===== src/rtl/ccu_consts.vh =====
`ifndef CCU_CONSTS_VH
`define CCU_CONSTS_VH
// ----------------------------------------
// register offsets
// ----------------------------------------
`define CCU_A_T3LO 4'h0
`define CCU_A_T3HI 4'h1
`define CCU_A_T3CTL 4'h2
`define CCU_A_FLAGS2 4'h3
`define CCU_A_EN2 4'h4
`define CCU_A_PRIO2 4'h5
`define CCU_A_C1CTL 4'h6
`define CCU_A_C1LO 4'h7
`define CCU_A_C1HI 4'h8
`define CCU_A_C2CTL 4'h9
`define CCU_A_C2LO 4'hA
`define CCU_A_C2HI 4'hB
`define CCU_A_T1LO 4'hC
`define CCU_A_T1HI 4'hD
`define CCU_A_FLAGS1 4'hE
// ----------------------------------------
// reset values and field positions
// ----------------------------------------
`define CCU_PRIO2_RST 8'h1F
`define CCU_T3_ON 0
`define CCU_T3_SEL_LO 3
`define CCU_T3_SEL_HI 6
`define CCU_FLAGS2_T3OV 1
`define CCU_FLAGS2_C2 0
`define CCU_FLAGS1_C1 2
`define CCU_FLAGS1_T1OV 0
`define CCU_CTL_MASK 8'h3F
// ----------------------------------------
// mode codes
// ----------------------------------------
`define CCU_M_OFF 4'h0
`define CCU_M_TOGGLE 4'h2
`define CCU_M_CAP_FALL 4'h4
`define CCU_M_CAP_RISE 4'h5
`define CCU_M_CAP_4 4'h6
`define CCU_M_CAP_16 4'h7
`define CCU_M_SET_HI 4'h8
`define CCU_M_SET_LO 4'h9
`define CCU_M_SWINT 4'hA
`define CCU_M_TRIG 4'hB
`define CCU_PS_4 4'h3
`define CCU_PS_16 4'hF
`endif


===== src/rtl/ccu_top.v =====
// The plain strobed port and the register offsets were chosen for this implementation.
`include "ccu_consts.vh"
`default_nettype none
// Operation
// - third timer counts up, wraps, sets flag
// - overflow request only when enable set
// - code 1011 match sets flag, clears timer
// - trigger clear never sets overflow flag
// - software timer write beats trigger clear
// - channel control bits 7:6 read zero
// - bits 5:4 hold duty low bits
// - code 0000 disables and resets channel
// - capture codes choose edge and prescale
// - code 0010 toggles output on match
// - codes 1000/1001 preset output, force on match
// - code 1010 flags match, output unchanged
// - value bytes and control software accessible
// - channels differ in trigger behaviour, timebase select and interrupt enable (channel 0 request ungated)
// - timebase select picks first or third timer
// - capture copies timer, sets sticky flag
// - new capture overwrites unread value
// - output-mode port write can trigger capture
// - prescale counter cleared outside capture modes
// - prescale change keeps counter, may flag
// - compare runs every cycle
// - zero control forces output latch low
module ccu_top #(
  parameter W = 16
) (
  input wire mclk,
  input wire rst_n,
  input wire [3:0] addr,
  input wire [7:0] wdata,
  input wire wr,
  input wire rd,
  output reg [7:0] rdata,
  input wire [1:0] chan_pin_in,
  input wire [1:0] port_c_direction,
  input wire [1:0] port_latch,
  output reg [1:0] chan_pin_out,
  output reg [1:0] chan_pin_oe_n,
  input wire [W-1:0] first_timer,
  output reg first_timer_clear,
  output reg adc_start,
  output reg t3_overflow_irq,
  output reg [1:0] chan_irq
);
  // ----------------------------------------
  // helpers
  // ----------------------------------------
  function is_cap;
    input [3:0] m;
    is_cap = (m[3:2] == 2'b01);
  endfunction
  function is_cmp;
    input [3:0] m;
    is_cmp = (m == `CCU_M_TOGGLE) || (m[3:2] == 2'b10);
  endfunction

  // ----------------------------------------
  // storage
  // ----------------------------------------
  reg [W-1:0] t3_reg;
  reg [7:0] third_timer_ctrl;
  reg [7:0] en2_reg;
  reg [7:0] prio2_reg;
  reg t3_overflow_flag;
  reg [5:0] ctl_reg [0:1];
  reg [W-1:0] val_reg [0:1];
  reg [1:0] flag_reg;
  reg [3:0] ps_reg [0:1];
  reg [1:0] cout_reg;
  reg [1:0] s1_reg, s2_reg, s3_reg;
  reg [1:0] pin_prev_reg;
  reg [1:0] lat_prev_reg;

  wire [1:0] tb_sel = {third_timer_ctrl[`CCU_T3_SEL_HI], third_timer_ctrl[`CCU_T3_SEL_LO]};
  // channel 0 uses third timer when select is 1x; channel 1 when nonzero
  wire [1:0] use_t3 = {(tb_sel != 2'b00), tb_sel[1]};
  wire [W-1:0] tb0 = use_t3[0] ? t3_reg : first_timer;
  wire [W-1:0] tb1 = use_t3[1] ? t3_reg : first_timer;

  // ----------------------------------------
  // pin path: synchronised input, or latch when output
  // ----------------------------------------
  wire [1:0] pin_view_prev;
  assign pin_view_prev[0] = port_c_direction[0] ? pin_prev_reg[0] : lat_prev_reg[0];
  assign pin_view_prev[1] = port_c_direction[1] ? pin_prev_reg[1] : lat_prev_reg[1];
  // agreement of second and third stages filters a metastable first stage
  wire [1:0] pin_now;
  assign pin_now[0] = port_c_direction[0] ? ((s2_reg[0] == s3_reg[0]) ? s3_reg[0]
                      : pin_prev_reg[0]) : port_latch[0];
  assign pin_now[1] = port_c_direction[1] ? ((s2_reg[1] == s3_reg[1]) ? s3_reg[1]
                      : pin_prev_reg[1]) : port_latch[1];
  wire [1:0] rise = pin_now & ~pin_view_prev;
  wire [1:0] fall = ~pin_now & pin_view_prev;

  // ----------------------------------------
  // per-channel events
  // ----------------------------------------
  wire [3:0] m0 = ctl_reg[0][3:0];
  wire [3:0] m1 = ctl_reg[1][3:0];
  wire [1:0] match;
  assign match[0] = is_cmp(m0) && (val_reg[0] == tb0);
  assign match[1] = is_cmp(m1) && (val_reg[1] == tb1);

  reg [1:0] cap_ev;
  reg [3:0] ps_next [0:1];
  integer i;
  integer k;
  reg [3:0] mm;
  reg rr;
  always @* begin
    mm = 4'h0;
    rr = 1'b0;
    for (k = 0; k < 2; k = k + 1) begin
      mm = ctl_reg[k][3:0];
      rr = rise[k];
      ps_next[k] = ps_reg[k];
      cap_ev[k] = 1'b0;
      if (!is_cap(mm)) begin
        ps_next[k] = 4'h0;
      end else if (mm == `CCU_M_CAP_FALL) begin
        cap_ev[k] = fall[k];
      end else if (mm == `CCU_M_CAP_RISE) begin
        cap_ev[k] = rr;
      end else if (rr) begin
        // counter kept across prescale switches, so first capture may be early
        if ((mm == `CCU_M_CAP_4 && ps_reg[k][1:0] == `CCU_PS_4 - 4'h0) ||
            (mm == `CCU_M_CAP_16 && ps_reg[k] == `CCU_PS_16)) begin
          cap_ev[k] = 1'b1;
          ps_next[k] = 4'h0;
        end else begin
          ps_next[k] = ps_reg[k] + 4'h1;
        end
      end
    end
  end

  // special event trigger clears whichever timer is the channel's base
  wire [1:0] trig = {match[1] && m1 == `CCU_M_TRIG, match[0] && m0 == `CCU_M_TRIG};
  wire t3_clr = (trig[0] && use_t3[0]) || (trig[1] && use_t3[1]);
  wire t1_clr = (trig[0] && !use_t3[0]) || (trig[1] && !use_t3[1]);

  // ----------------------------------------
  // register writes and timer
  // ----------------------------------------
  wire wr_t3lo = wr && addr == `CCU_A_T3LO;
  wire wr_t3hi = wr && addr == `CCU_A_T3HI;
  wire wr_f2 = wr && addr == `CCU_A_FLAGS2;
  wire wr_f1 = wr && addr == `CCU_A_FLAGS1;
  wire [1:0] wr_ctl = {wr && addr == `CCU_A_C2CTL, wr && addr == `CCU_A_C1CTL};
  wire [1:0] wr_lo = {wr && addr == `CCU_A_C2LO, wr && addr == `CCU_A_C1LO};
  wire [1:0] wr_hi = {wr && addr == `CCU_A_C2HI, wr && addr == `CCU_A_C1HI};
  wire t3_wrap = third_timer_ctrl[`CCU_T3_ON] && (&t3_reg);

  always @(posedge mclk or negedge rst_n) begin
    if (!rst_n) begin
      t3_reg <= {W{1'b0}};
      third_timer_ctrl <= 8'h00;
      en2_reg <= 8'h00;
      prio2_reg <= `CCU_PRIO2_RST;
      t3_overflow_flag <= 1'b0;
      flag_reg <= 2'b00;
      cout_reg <= 2'b00;
      s1_reg <= 2'b00;
      s2_reg <= 2'b00;
      s3_reg <= 2'b00;
      pin_prev_reg <= 2'b00;
      lat_prev_reg <= 2'b00;
      ctl_reg[0] <= 6'h00;
      ctl_reg[1] <= 6'h00;
      val_reg[0] <= {W{1'b0}};
      val_reg[1] <= {W{1'b0}};
      ps_reg[0] <= 4'h0;
      ps_reg[1] <= 4'h0;
    end else begin
      s1_reg <= chan_pin_in;
      s2_reg <= s1_reg;
      s3_reg <= s2_reg;
      pin_prev_reg <= pin_now;
      lat_prev_reg <= port_latch;
      if (wr_t3lo) begin
        t3_reg[7:0] <= wdata;
      end else if (wr_t3hi) begin
        t3_reg[W-1:8] <= wdata[W-9:0];
      end else if (t3_clr) begin
        t3_reg <= {W{1'b0}};
      end else if (third_timer_ctrl[`CCU_T3_ON]) begin
        t3_reg <= t3_reg + {{(W-1){1'b0}}, 1'b1};
      end
      if (wr && addr == `CCU_A_T3CTL) third_timer_ctrl <= wdata;
      if (wr && addr == `CCU_A_EN2) en2_reg <= wdata;
      if (wr && addr == `CCU_A_PRIO2) prio2_reg <= wdata;
      // a wrap only via counting, never via trigger clear; set beats clear
      if (t3_wrap && !t3_clr && !wr_t3lo && !wr_t3hi) begin
        t3_overflow_flag <= 1'b1;
      end else if (wr_f2) begin
        t3_overflow_flag <= wdata[`CCU_FLAGS2_T3OV];
      end
      for (i = 0; i < 2; i = i + 1) begin
        ps_reg[i] <= ps_next[i];
        if (wr_ctl[i]) begin
          ctl_reg[i] <= wdata[5:0];
          if (wdata[3:0] == `CCU_M_OFF) begin
            ps_reg[i] <= 4'h0;
            cout_reg[i] <= 1'b0;
          end else if (wdata[3:0] == `CCU_M_SET_HI) begin
            cout_reg[i] <= 1'b0;
          end else if (wdata[3:0] == `CCU_M_SET_LO) begin
            cout_reg[i] <= 1'b1;
          end
        end else if (match[i]) begin
          case (ctl_reg[i][3:0])
            `CCU_M_TOGGLE: cout_reg[i] <= ~cout_reg[i];
            `CCU_M_SET_HI: cout_reg[i] <= 1'b1;
            `CCU_M_SET_LO: cout_reg[i] <= 1'b0;
            default: cout_reg[i] <= cout_reg[i];
          endcase
        end
        if (cap_ev[i]) begin
          val_reg[i] <= (i == 0) ? tb0 : tb1;
        end else if (wr_lo[i]) begin
          val_reg[i][7:0] <= wdata;
        end else if (wr_hi[i]) begin
          val_reg[i][W-1:8] <= wdata[W-9:0];
        end
      end
      // hardware set wins over software clear
      if (cap_ev[0] || match[0]) begin
        flag_reg[0] <= 1'b1;
      end else if (wr_f1) begin
        flag_reg[0] <= wdata[`CCU_FLAGS1_C1];
      end
      if (cap_ev[1] || match[1]) begin
        flag_reg[1] <= 1'b1;
      end else if (wr_f2) begin
        flag_reg[1] <= wdata[`CCU_FLAGS2_C2];
      end
    end
  end

  // ----------------------------------------
  // outputs and read port
  // ----------------------------------------
  always @(posedge mclk or negedge rst_n) begin
    if (!rst_n) begin
      rdata <= 8'h00;
      chan_pin_out <= 2'b00;
      chan_pin_oe_n <= 2'b11;
      first_timer_clear <= 1'b0;
      adc_start <= 1'b0;
      t3_overflow_irq <= 1'b0;
      chan_irq <= 2'b00;
    end else begin
      chan_pin_out <= cout_reg;
      chan_pin_oe_n <= port_c_direction;
      first_timer_clear <= t1_clr;
      adc_start <= trig[1];
      t3_overflow_irq <= t3_overflow_flag && en2_reg[`CCU_FLAGS2_T3OV];
      chan_irq <= {flag_reg[1] && en2_reg[`CCU_FLAGS2_C2], flag_reg[0]};
      rdata <= 8'h00;
      if (rd) begin
        case (addr)
          `CCU_A_T3LO: rdata <= t3_reg[7:0];
          `CCU_A_T3HI: rdata <= t3_reg[W-1:8];
          `CCU_A_T3CTL: rdata <= third_timer_ctrl;
          `CCU_A_FLAGS2: rdata <= {6'h00, t3_overflow_flag, flag_reg[1]};
          `CCU_A_EN2: rdata <= en2_reg;
          `CCU_A_PRIO2: rdata <= prio2_reg;
          `CCU_A_C1CTL: rdata <= {2'b00, ctl_reg[0]};
          `CCU_A_C1LO: rdata <= val_reg[0][7:0];
          `CCU_A_C1HI: rdata <= val_reg[0][W-1:8];
          `CCU_A_C2CTL: rdata <= {2'b00, ctl_reg[1]};
          `CCU_A_C2LO: rdata <= val_reg[1][7:0];
          `CCU_A_C2HI: rdata <= val_reg[1][W-1:8];
          `CCU_A_T1LO: rdata <= first_timer[7:0];
          `CCU_A_T1HI: rdata <= first_timer[W-1:8];
          `CCU_A_FLAGS1: rdata <= {5'h00, flag_reg[0], 2'b00};
          default: rdata <= 8'h00;
        endcase
      end
    end
  end
endmodule
`default_nettype wire


===== config.mk =====
export PLATFORM = sky130hd
export DESIGN_NAME = ccu_top
export DESIGN_NICKNAME = d
export VERILOG_FILES = /design/src/rtl/ccu_top.v
export VERILOG_INCLUDE_DIRS = /design/src /design/src/rtl
export SDC_FILE = /design/constraint.sdc
export NUM_CORES = 1
export LEC_CHECK = 0
export BUFFER_PORTS_ARGS = -buffer_cell sky130_fd_sc_hd__buf_2
export CORE_MARGIN = 4
export CORE_UTILIZATION = 30
export CTS_BUF_LIST = sky130_fd_sc_hd__clkbuf_2 sky130_fd_sc_hd__clkbuf_4 sky130_fd_sc_hd__clkbuf_8
export DETAILED_ROUTE_END_ITERATION = 10
export PLACE_DENSITY = 0.45
export SYNTH_ARGS = -nofsm -noshare
export SYNTH_HDL_FRONTEND = slang
export SYNTH_SLANG_ARGS = --single-unit

===== constraint.sdc =====
create_clock -name mclk -period 7.3 [get_ports mclk]
set_clock_uncertainty 0.2 [all_clocks]
set_input_delay 1.46 -clock mclk [delete_from_list [all_inputs] [get_ports mclk]]
set_output_delay 1.46 -clock mclk [all_outputs]
set_load 0.02 [all_outputs]

==> results of run 1 <==
==> critical path, delay by kind of cell <==
family	cells	cell delay [ns]
and+or+nand+nor	4	1.54
buffers and inverters	2	0.85
muxes	1	0.43
AOI/OAI and AO/OA	1	0.10
==> kinds of logic after synthesis <==
kind of cell | Yosys count | synth area share
adders and majority gates | 5 | 0.00735
muxes | 117 | 0.162
and+or+nand+nor | 283 | 0.175
xor gates and xnor gates | 27 | 0.0302
DFF | 124 | 0.397
buffers and inverters | 86 | 0.0438
AOI/OAI and AO/OA | 217 | 0.185
==> power by group through the flow <==
stage	Clock (mW)	Sequential (mW)	Combinational (mW)
3_5_place_dp	0	1.15	0.868
6_report	0.602	1.15	0.881
4_1_cts	0.619	1.14	0.872
5_1_grt	0.645	1.17	0.975
3_3_place_gp	0	1.16	0.873
2_1_floorplan	0	1.01	0.680
==> area by class of cell <==
cell class	count	share of cell area
sequential	124	0.357
tap	330	0.0474
multi-input combinational	649	0.502
inverter	26	0.0112
clock inverter	13	0.0134
timing repair buffer	63	0.0395
clock buffer	19	0.0293
==> cell usage after synthesis, types with 3 or more instances <==
library cell and n:
ha_1 3, buf_2 4, a211oi_1 7, and2_1 9, nor3b_1 3, xor2_1 7, buf_1 5, mux2i_1 52
or3_1 4, o2111ai_1 4, nand3_1 26, nand2_1 86, dfstp_2 7, nand2b_1 12, inv_1 26, a2bb2oi_1 4
a221oi_1 12, a31oi_1 9, o21ai_0 53, mux2_2 63, clkbuf_1 49, dfrtp_1 117, xnor2_1 20, o221ai_1 5
and3_1 6, nor4_1 7, o22ai_1 10, nor2b_1 10, nor3_1 20, nor2_1 80, o211ai_1 5, o31ai_1 3
a32oi_1 9, o2111a_1 5, nand4_1 4, a21oi_1 54, a22o_1 3, a22oi_1 14, nand3b_1 3
==> routing by layer <==
layer  global-route usage  vias up
met2                0.315      317
met3               0.0585       50
li1                     -     3180
met4               0.0620        0
met1                0.307     3507
met5                    0        -
==> stage by stage <==
step / cell area (µm²) / instances
2_1_floorplan: 7830 / 859
3_3_place_gp: 8340 / 1192
3_5_place_dp: 8340 / 1192
4_1_cts: 8720 / 1224
5_1_grt: 8720 / 1224
6_report: 8720 / 1224
==> path summary, 6_finish.rpt <==
check                                   end  slack (ns)                start
worst min-delay path              s2_reg[0]        0.16            s1_reg[0]
worst max-delay path             val_reg[0]        3.01              addr[3]
worst max register to register    t3_reg[0]        3.19  third_timer_ctrl[6]
min in group asynchronous         ps_reg[4]        0.75                rst_n
max in group asynchronous       val_reg[29]        4.84                rst_n
worst min register to register    s2_reg[0]        0.16            s1_reg[0]
==> cells in the final DEF (no fill, tap or decap), drive strengths merged, types with 6 or more instances in the layout <==
master	synthesis	final
dfrtp	117	117
nand2	86	86
nor2	80	80
mux2	64	64
buf	11	63
o21ai	55	55
a21oi	54	54
mux2i	52	52
inv	26	30
nand3	26	26
nor3	20	20
xnor2	20	20
clkbuf	49	19
a22oi	14	14
a221oi	12	12
nand2b	12	12
o22ai	11	11
nor2b	10	10
a31oi	9	9
a32oi	9	9
and2	9	9
nor4	9	9
a211oi	7	7
xor2	7	7
dfstp	7	7
and3	6	6
==> flow_metrics.tcl, run 1 <==
set metrics [dict create \
    arrival_ns 4.39 \
    vias 7054 \
    async_flop_share 1.00 \
    crit_slowest_cell "nor2_1" \
    io_buffers 54 \
    syn_nets 900 \
    syn_to_final_growth_pct 11.3 \
    yosysWarnings 0 \
    ios 55 \
    max_clock_freq_mhz 233 \
    p_switching_mw 1.09 \
    register_area_um2 3110 \
    hold_depth 0 \
    yosysTopAreaCellShare 0.374 \
    share_comb_of_total_power 0.334 \
    p_leak_nw 3.58 \
    grt_usage 0.214 \
    seq_area_frac_synth 0.397 \
    clock_path_buffers 2 \
    multi_input_area_um2 4380 \
    fill_cells 2696 \
    clock_power_share 0.229 \
    worstSetupPathType "primary input to flop" \
    switching_share 0.413 \
    hold_violations 0 \
    setup_violations 0 \
    clk_pin_slew_ns 0.09 \
    holdBufCountCts 0 \
    antenna_cells 0 \
    cellInternalPower_mw 1.55 \
    grt_pass1_vias 6972 \
    ys_seq_elements 124 \
    worst_pin_slew_ns 1.08 \
    slew_headroom 0.277 \
    peakVddDrop_mv 0.144 \
    fin_util 0.343 \
    wl_per_cell_um 24.9 \
    rr_worst_depth 9 \
    initial_core_util 0.308 \
    finalCriticalPeriod_ns 4.29 \
    fin_crit_sh 0.587 \
    vias_per_cell 5.76 \
    endpoint_kind "flop" \
    holdWs_ns 0.164 \
    hold_path.class "flop to flop" \
    numCtsBuffers 17 \
    rsz0062_at_grt "false" \
    grt_pass1_wl_um 46200 \
    worstSetupStartpointType "primary input" \
    syn-instance-count 859 \
    clk_latency_ns 0.46 \
    worstPathRequired_ns 7.41 \
    pwr-share-seq 0.437 \
    grt_max_degree 68 \
    largest_reg_flops 32 \
    drv_slew 0 \
    top_layer_used "met4" \
    num_rows 58 \
    cp_slowest_stage_delay_ns 0.85 \
    fin_ws_ns 3.01 \
    drive_above_1_share 0.197 \
    dr_wl_met3_um 2480 \
    synth_ff_type "dfrtp_1" \
    synth_area_um2 7830 \
    postCtsSetupBuffers 0 \
    dieWidth_um 170 \
    cp_max_fo 29 \
    grt_overflow 0 \
    drt_iter0_markers 814 \
    postSynthAreaPerCell_um2 9.12 \
    htreeDepth 4 \
    cts_tree "done" \
    drv_cap 0 \
    core_area_um2 25400 \
    powerDensity_nw_per_um2 302 \
    met1_length_um 13900 \
    yosysTopAreaCell "dfrtp_1" \
    antenna_found_initial 0 \
    dr.pass1.iters 6 \
    ys_top_cells_by_area "dfrtp_1 37%, mux2_2 9.1%, mux2i_1 6.6%" \
    outcome "completed" \
    die_area_um2 28800 \
    setup-tns-final_ns 0 \
    synth-edff-count 0 \
    dieHeight_um 170 \
    cts_root_buf "clkbuf_8" \
    nets 922 \
    wl_um 30400 \
    place.gp.congestion 0.934 \
    drc 0 \
    ant_nets 0 \
    dp_slack_ns 2.62 \
    dp_hpwl_um 21100 \
    crit_chain "buf_2 > inv_1 > nor2_1 > nand2_1 > nor2_1 > mux2_2 > nand2_1 > o21ai_0" \
    wl_met2_um 13300 \
    total_power_mw 2.64 \
    postCtsResizedCells 0 \
    clock_sinks 124 \
    synth_cell_types 68 \
]
No activity file was read; power rests on OpenSTA's default activity.
==> run 2, diff against run 1 <==
--- a/config.mk
+++ b/config.mk
@@ -11,7 +11,7 @@
 export CORE_UTILIZATION = 30
 export CTS_BUF_LIST = sky130_fd_sc_hd__clkbuf_2 sky130_fd_sc_hd__clkbuf_4 sky130_fd_sc_hd__clkbuf_8
 export DETAILED_ROUTE_END_ITERATION = 10
-export PLACE_DENSITY = 0.45
+export PLACE_DENSITY = 0.47
 export SYNTH_ARGS = -nofsm -noshare
 export SYNTH_HDL_FRONTEND = slang
 export SYNTH_SLANG_ARGS = --single-unit
==> constraint.sdc (replaced) <==
create_clock -name mclk -period 3.9 [get_ports mclk]
set_clock_uncertainty 0.2 [all_clocks]
set_input_delay 0.78 -clock mclk [delete_from_list [all_inputs] [get_ports mclk]]
set_output_delay 0.78 -clock mclk [all_outputs]
set_load 0.02 [all_outputs]
==> run 2 against run 1 <==
Routed wire length is 0.90% higher. Critical path depth is 2 higher. Final area is 3.2% higher. Register-to-register slack worse by 3.0 ns. Worst hold slack worse by 0.032 ns.
==> flow_metrics.tcl, run 2 (synthesized netlist as in run 1, its figures left out) <==
set metrics [dict create \
    rsz0062_at_grt "false" \
    worstSetupPathType "flop to flop" \
    dp_hpwl_um 22100 \
    syn_to_final_growth_pct 14.8 \
    drv_slew 0 \
    p_leak_nw 3.75 \
    setup-tns-final_ns 0 \
    largest_reg_flops 32 \
    arrival_ns 3.86 \
    antenna_cells 0 \
    grt_overflow 0 \
    vias 7180 \
    grt_pass1_wl_um 45900 \
    endpoint_kind "flop" \
    clk_pin_slew_ns 0.08 \
    grt_pass1_vias 6869 \
    grt_max_degree 75 \
    wl_per_cell_um 24.5 \
    ios 55 \
    grt_usage 0.213 \
    dp_slack_ns 0.289 \
    drive_above_1_share 0.222 \
    drv_cap 0 \
    worst_pin_slew_ns 0.770 \
    dieHeight_um 170 \
    io_buffers 54 \
    num_rows 58 \
    antenna_found_initial 0 \
    layout_common_cells "117 x dfrtp_1, 86 x nand2_1, 80 x nor2_1, 63 x mux2_2, 54 x a21oi_1" \
    worstSetupStartpointType "flop" \
    setup_violations 0 \
    clock_path_buffers 2 \
    wl_um 30700 \
    postCtsSetupBuffers 0 \
    outcome "completed" \
    clk_latency_ns 0.46 \
    postCtsResizedCells 0 \
    cp_slowest_stage_delay_ns 0.50 \
    core_area_um2 25400 \
    ant_nets 0 \
    nets 951 \
    cts_tree "done" \
    vias_per_cell 5.73 \
    initial_core_util 0.308 \
    worstPathRequired_ns 4.05 \
    holdBufCountCts 0 \
    mostFrequentLayoutCell "dfrtp_1" \
    finalCriticalPeriod_ns 3.71 \
    slew_headroom 0.485 \
    hold_violations 0 \
    die_area_um2 28800 \
    crit_top_cell "buf_4" \
    crit_slowest_cell "dfrtp_1" \
    place.gp.congestion 0.939 \
    clock_sinks 124 \
    max_clock_freq_mhz 269 \
    cts_root_buf "clkbuf_8" \
    drc 0 \
    drt_iter0_markers 902 \
    htreeDepth 4 \
    dr.pass1.iters 6 \
    crit_chain "buf_4 > mux2i_1 > xnor2_1 > nor4_1 > nand4_1 > nor3_1 > buf_4 > o22ai_2 > a21o_1 > a221o_1" \
    powerDensity_nw_per_um2 572 \
    fin_crit_sh 0.952 \
    numCtsBuffers 17 \
    cp_max_fo 15 \
    hold_path.class "primary input to async pin" \
    fin_ws_ns 0.187 \
    dieWidth_um 170 \
    peakVddDrop_mv 0.204 \
]
==> run 2: changes by cell type in the layout (fill, tap and decap cells not counted), sizes merged <==
cell      delta
inv          -4
buf         +29
bufinv       +2
clkbuf       +2
clkinv       +1
clkinvlp     -1
==> run 2: final timing paths <==
kind,startpoint,to,slack (ns),cells past startpoint
max,third_timer_ctrl[6],t3_reg[0],0.19,10
min,rst_n,ps_reg[5],0.13,1
max reg2reg,third_timer_ctrl[6],t3_reg[0],0.19,10
min reg2reg,s1_reg[1],s2_reg[1],0.15,0
max in group asynchronous,rst_n,prio2_reg[0],2.56,2
min in group mclk,s1_reg[1],s2_reg[1],0.15,0
==> run 2: per-layer routing <==
| layer | global-route usage | vias to the layer above | wire length (µm) |
|---|---|---|---|
| li1 | - | 3246 | - |
| met1 | 0.302 | 3513 | 13900 |
| met2 | 0.319 | 354 | 13300 |
| met3 | 0.0459 | 67 | 2410 |
| met4 | 0.0781 | 0 | 1090 |
| met5 | 0 | - | 0 |
==> run 2: worst max-delay path, delay by kind of cell (launching register included) <==
kind	cells	cell delay (ns)
mux	1	0.47
flops	1	0.50
buf+inv	2	0.56
xor+xnor	1	0.16
simple gates	3	1.01
compound gates	3	0.72
==> run 2: area by class of cell <==
type                            instances  area (µm²)
Clock buffer                           21         277
Clock inverter                         11         143
Fill cell                            2695       16400
Inverter                               26        97.6
Multi-Input combinational cell        649        4380
Sequential cell                       124        3110
Tap cell                              330         413
Timing Repair Buffer                   92         574
==> run 2: stage by stage <==
stage | util | area (µm²) | std cells | hold WS [ns] | total power [mW]
floorplan | - | 7830 | 859 | 0.131 | 3.17
global placement | 0.338 | 8570 | 1221 | 0.138 | 3.87
detailed placement | 0.338 | 8570 | 1221 | 0.141 | 3.86
CTS | 0.354 | 8990 | 1253 | 0.155 | 5.13
global route | 0.354 | 8990 | 1253 | 0.166 | 5.41
finish | 0.354 | 8990 | 1253 | 0.132 | 5.15
==> run 2: report_power, final <==
part           internal (mW)  total [mW]  switching [mW]
clock network          0.678        1.26           0.581
registers               1.62        2.10           0.481
logic                  0.790        1.79           0.995
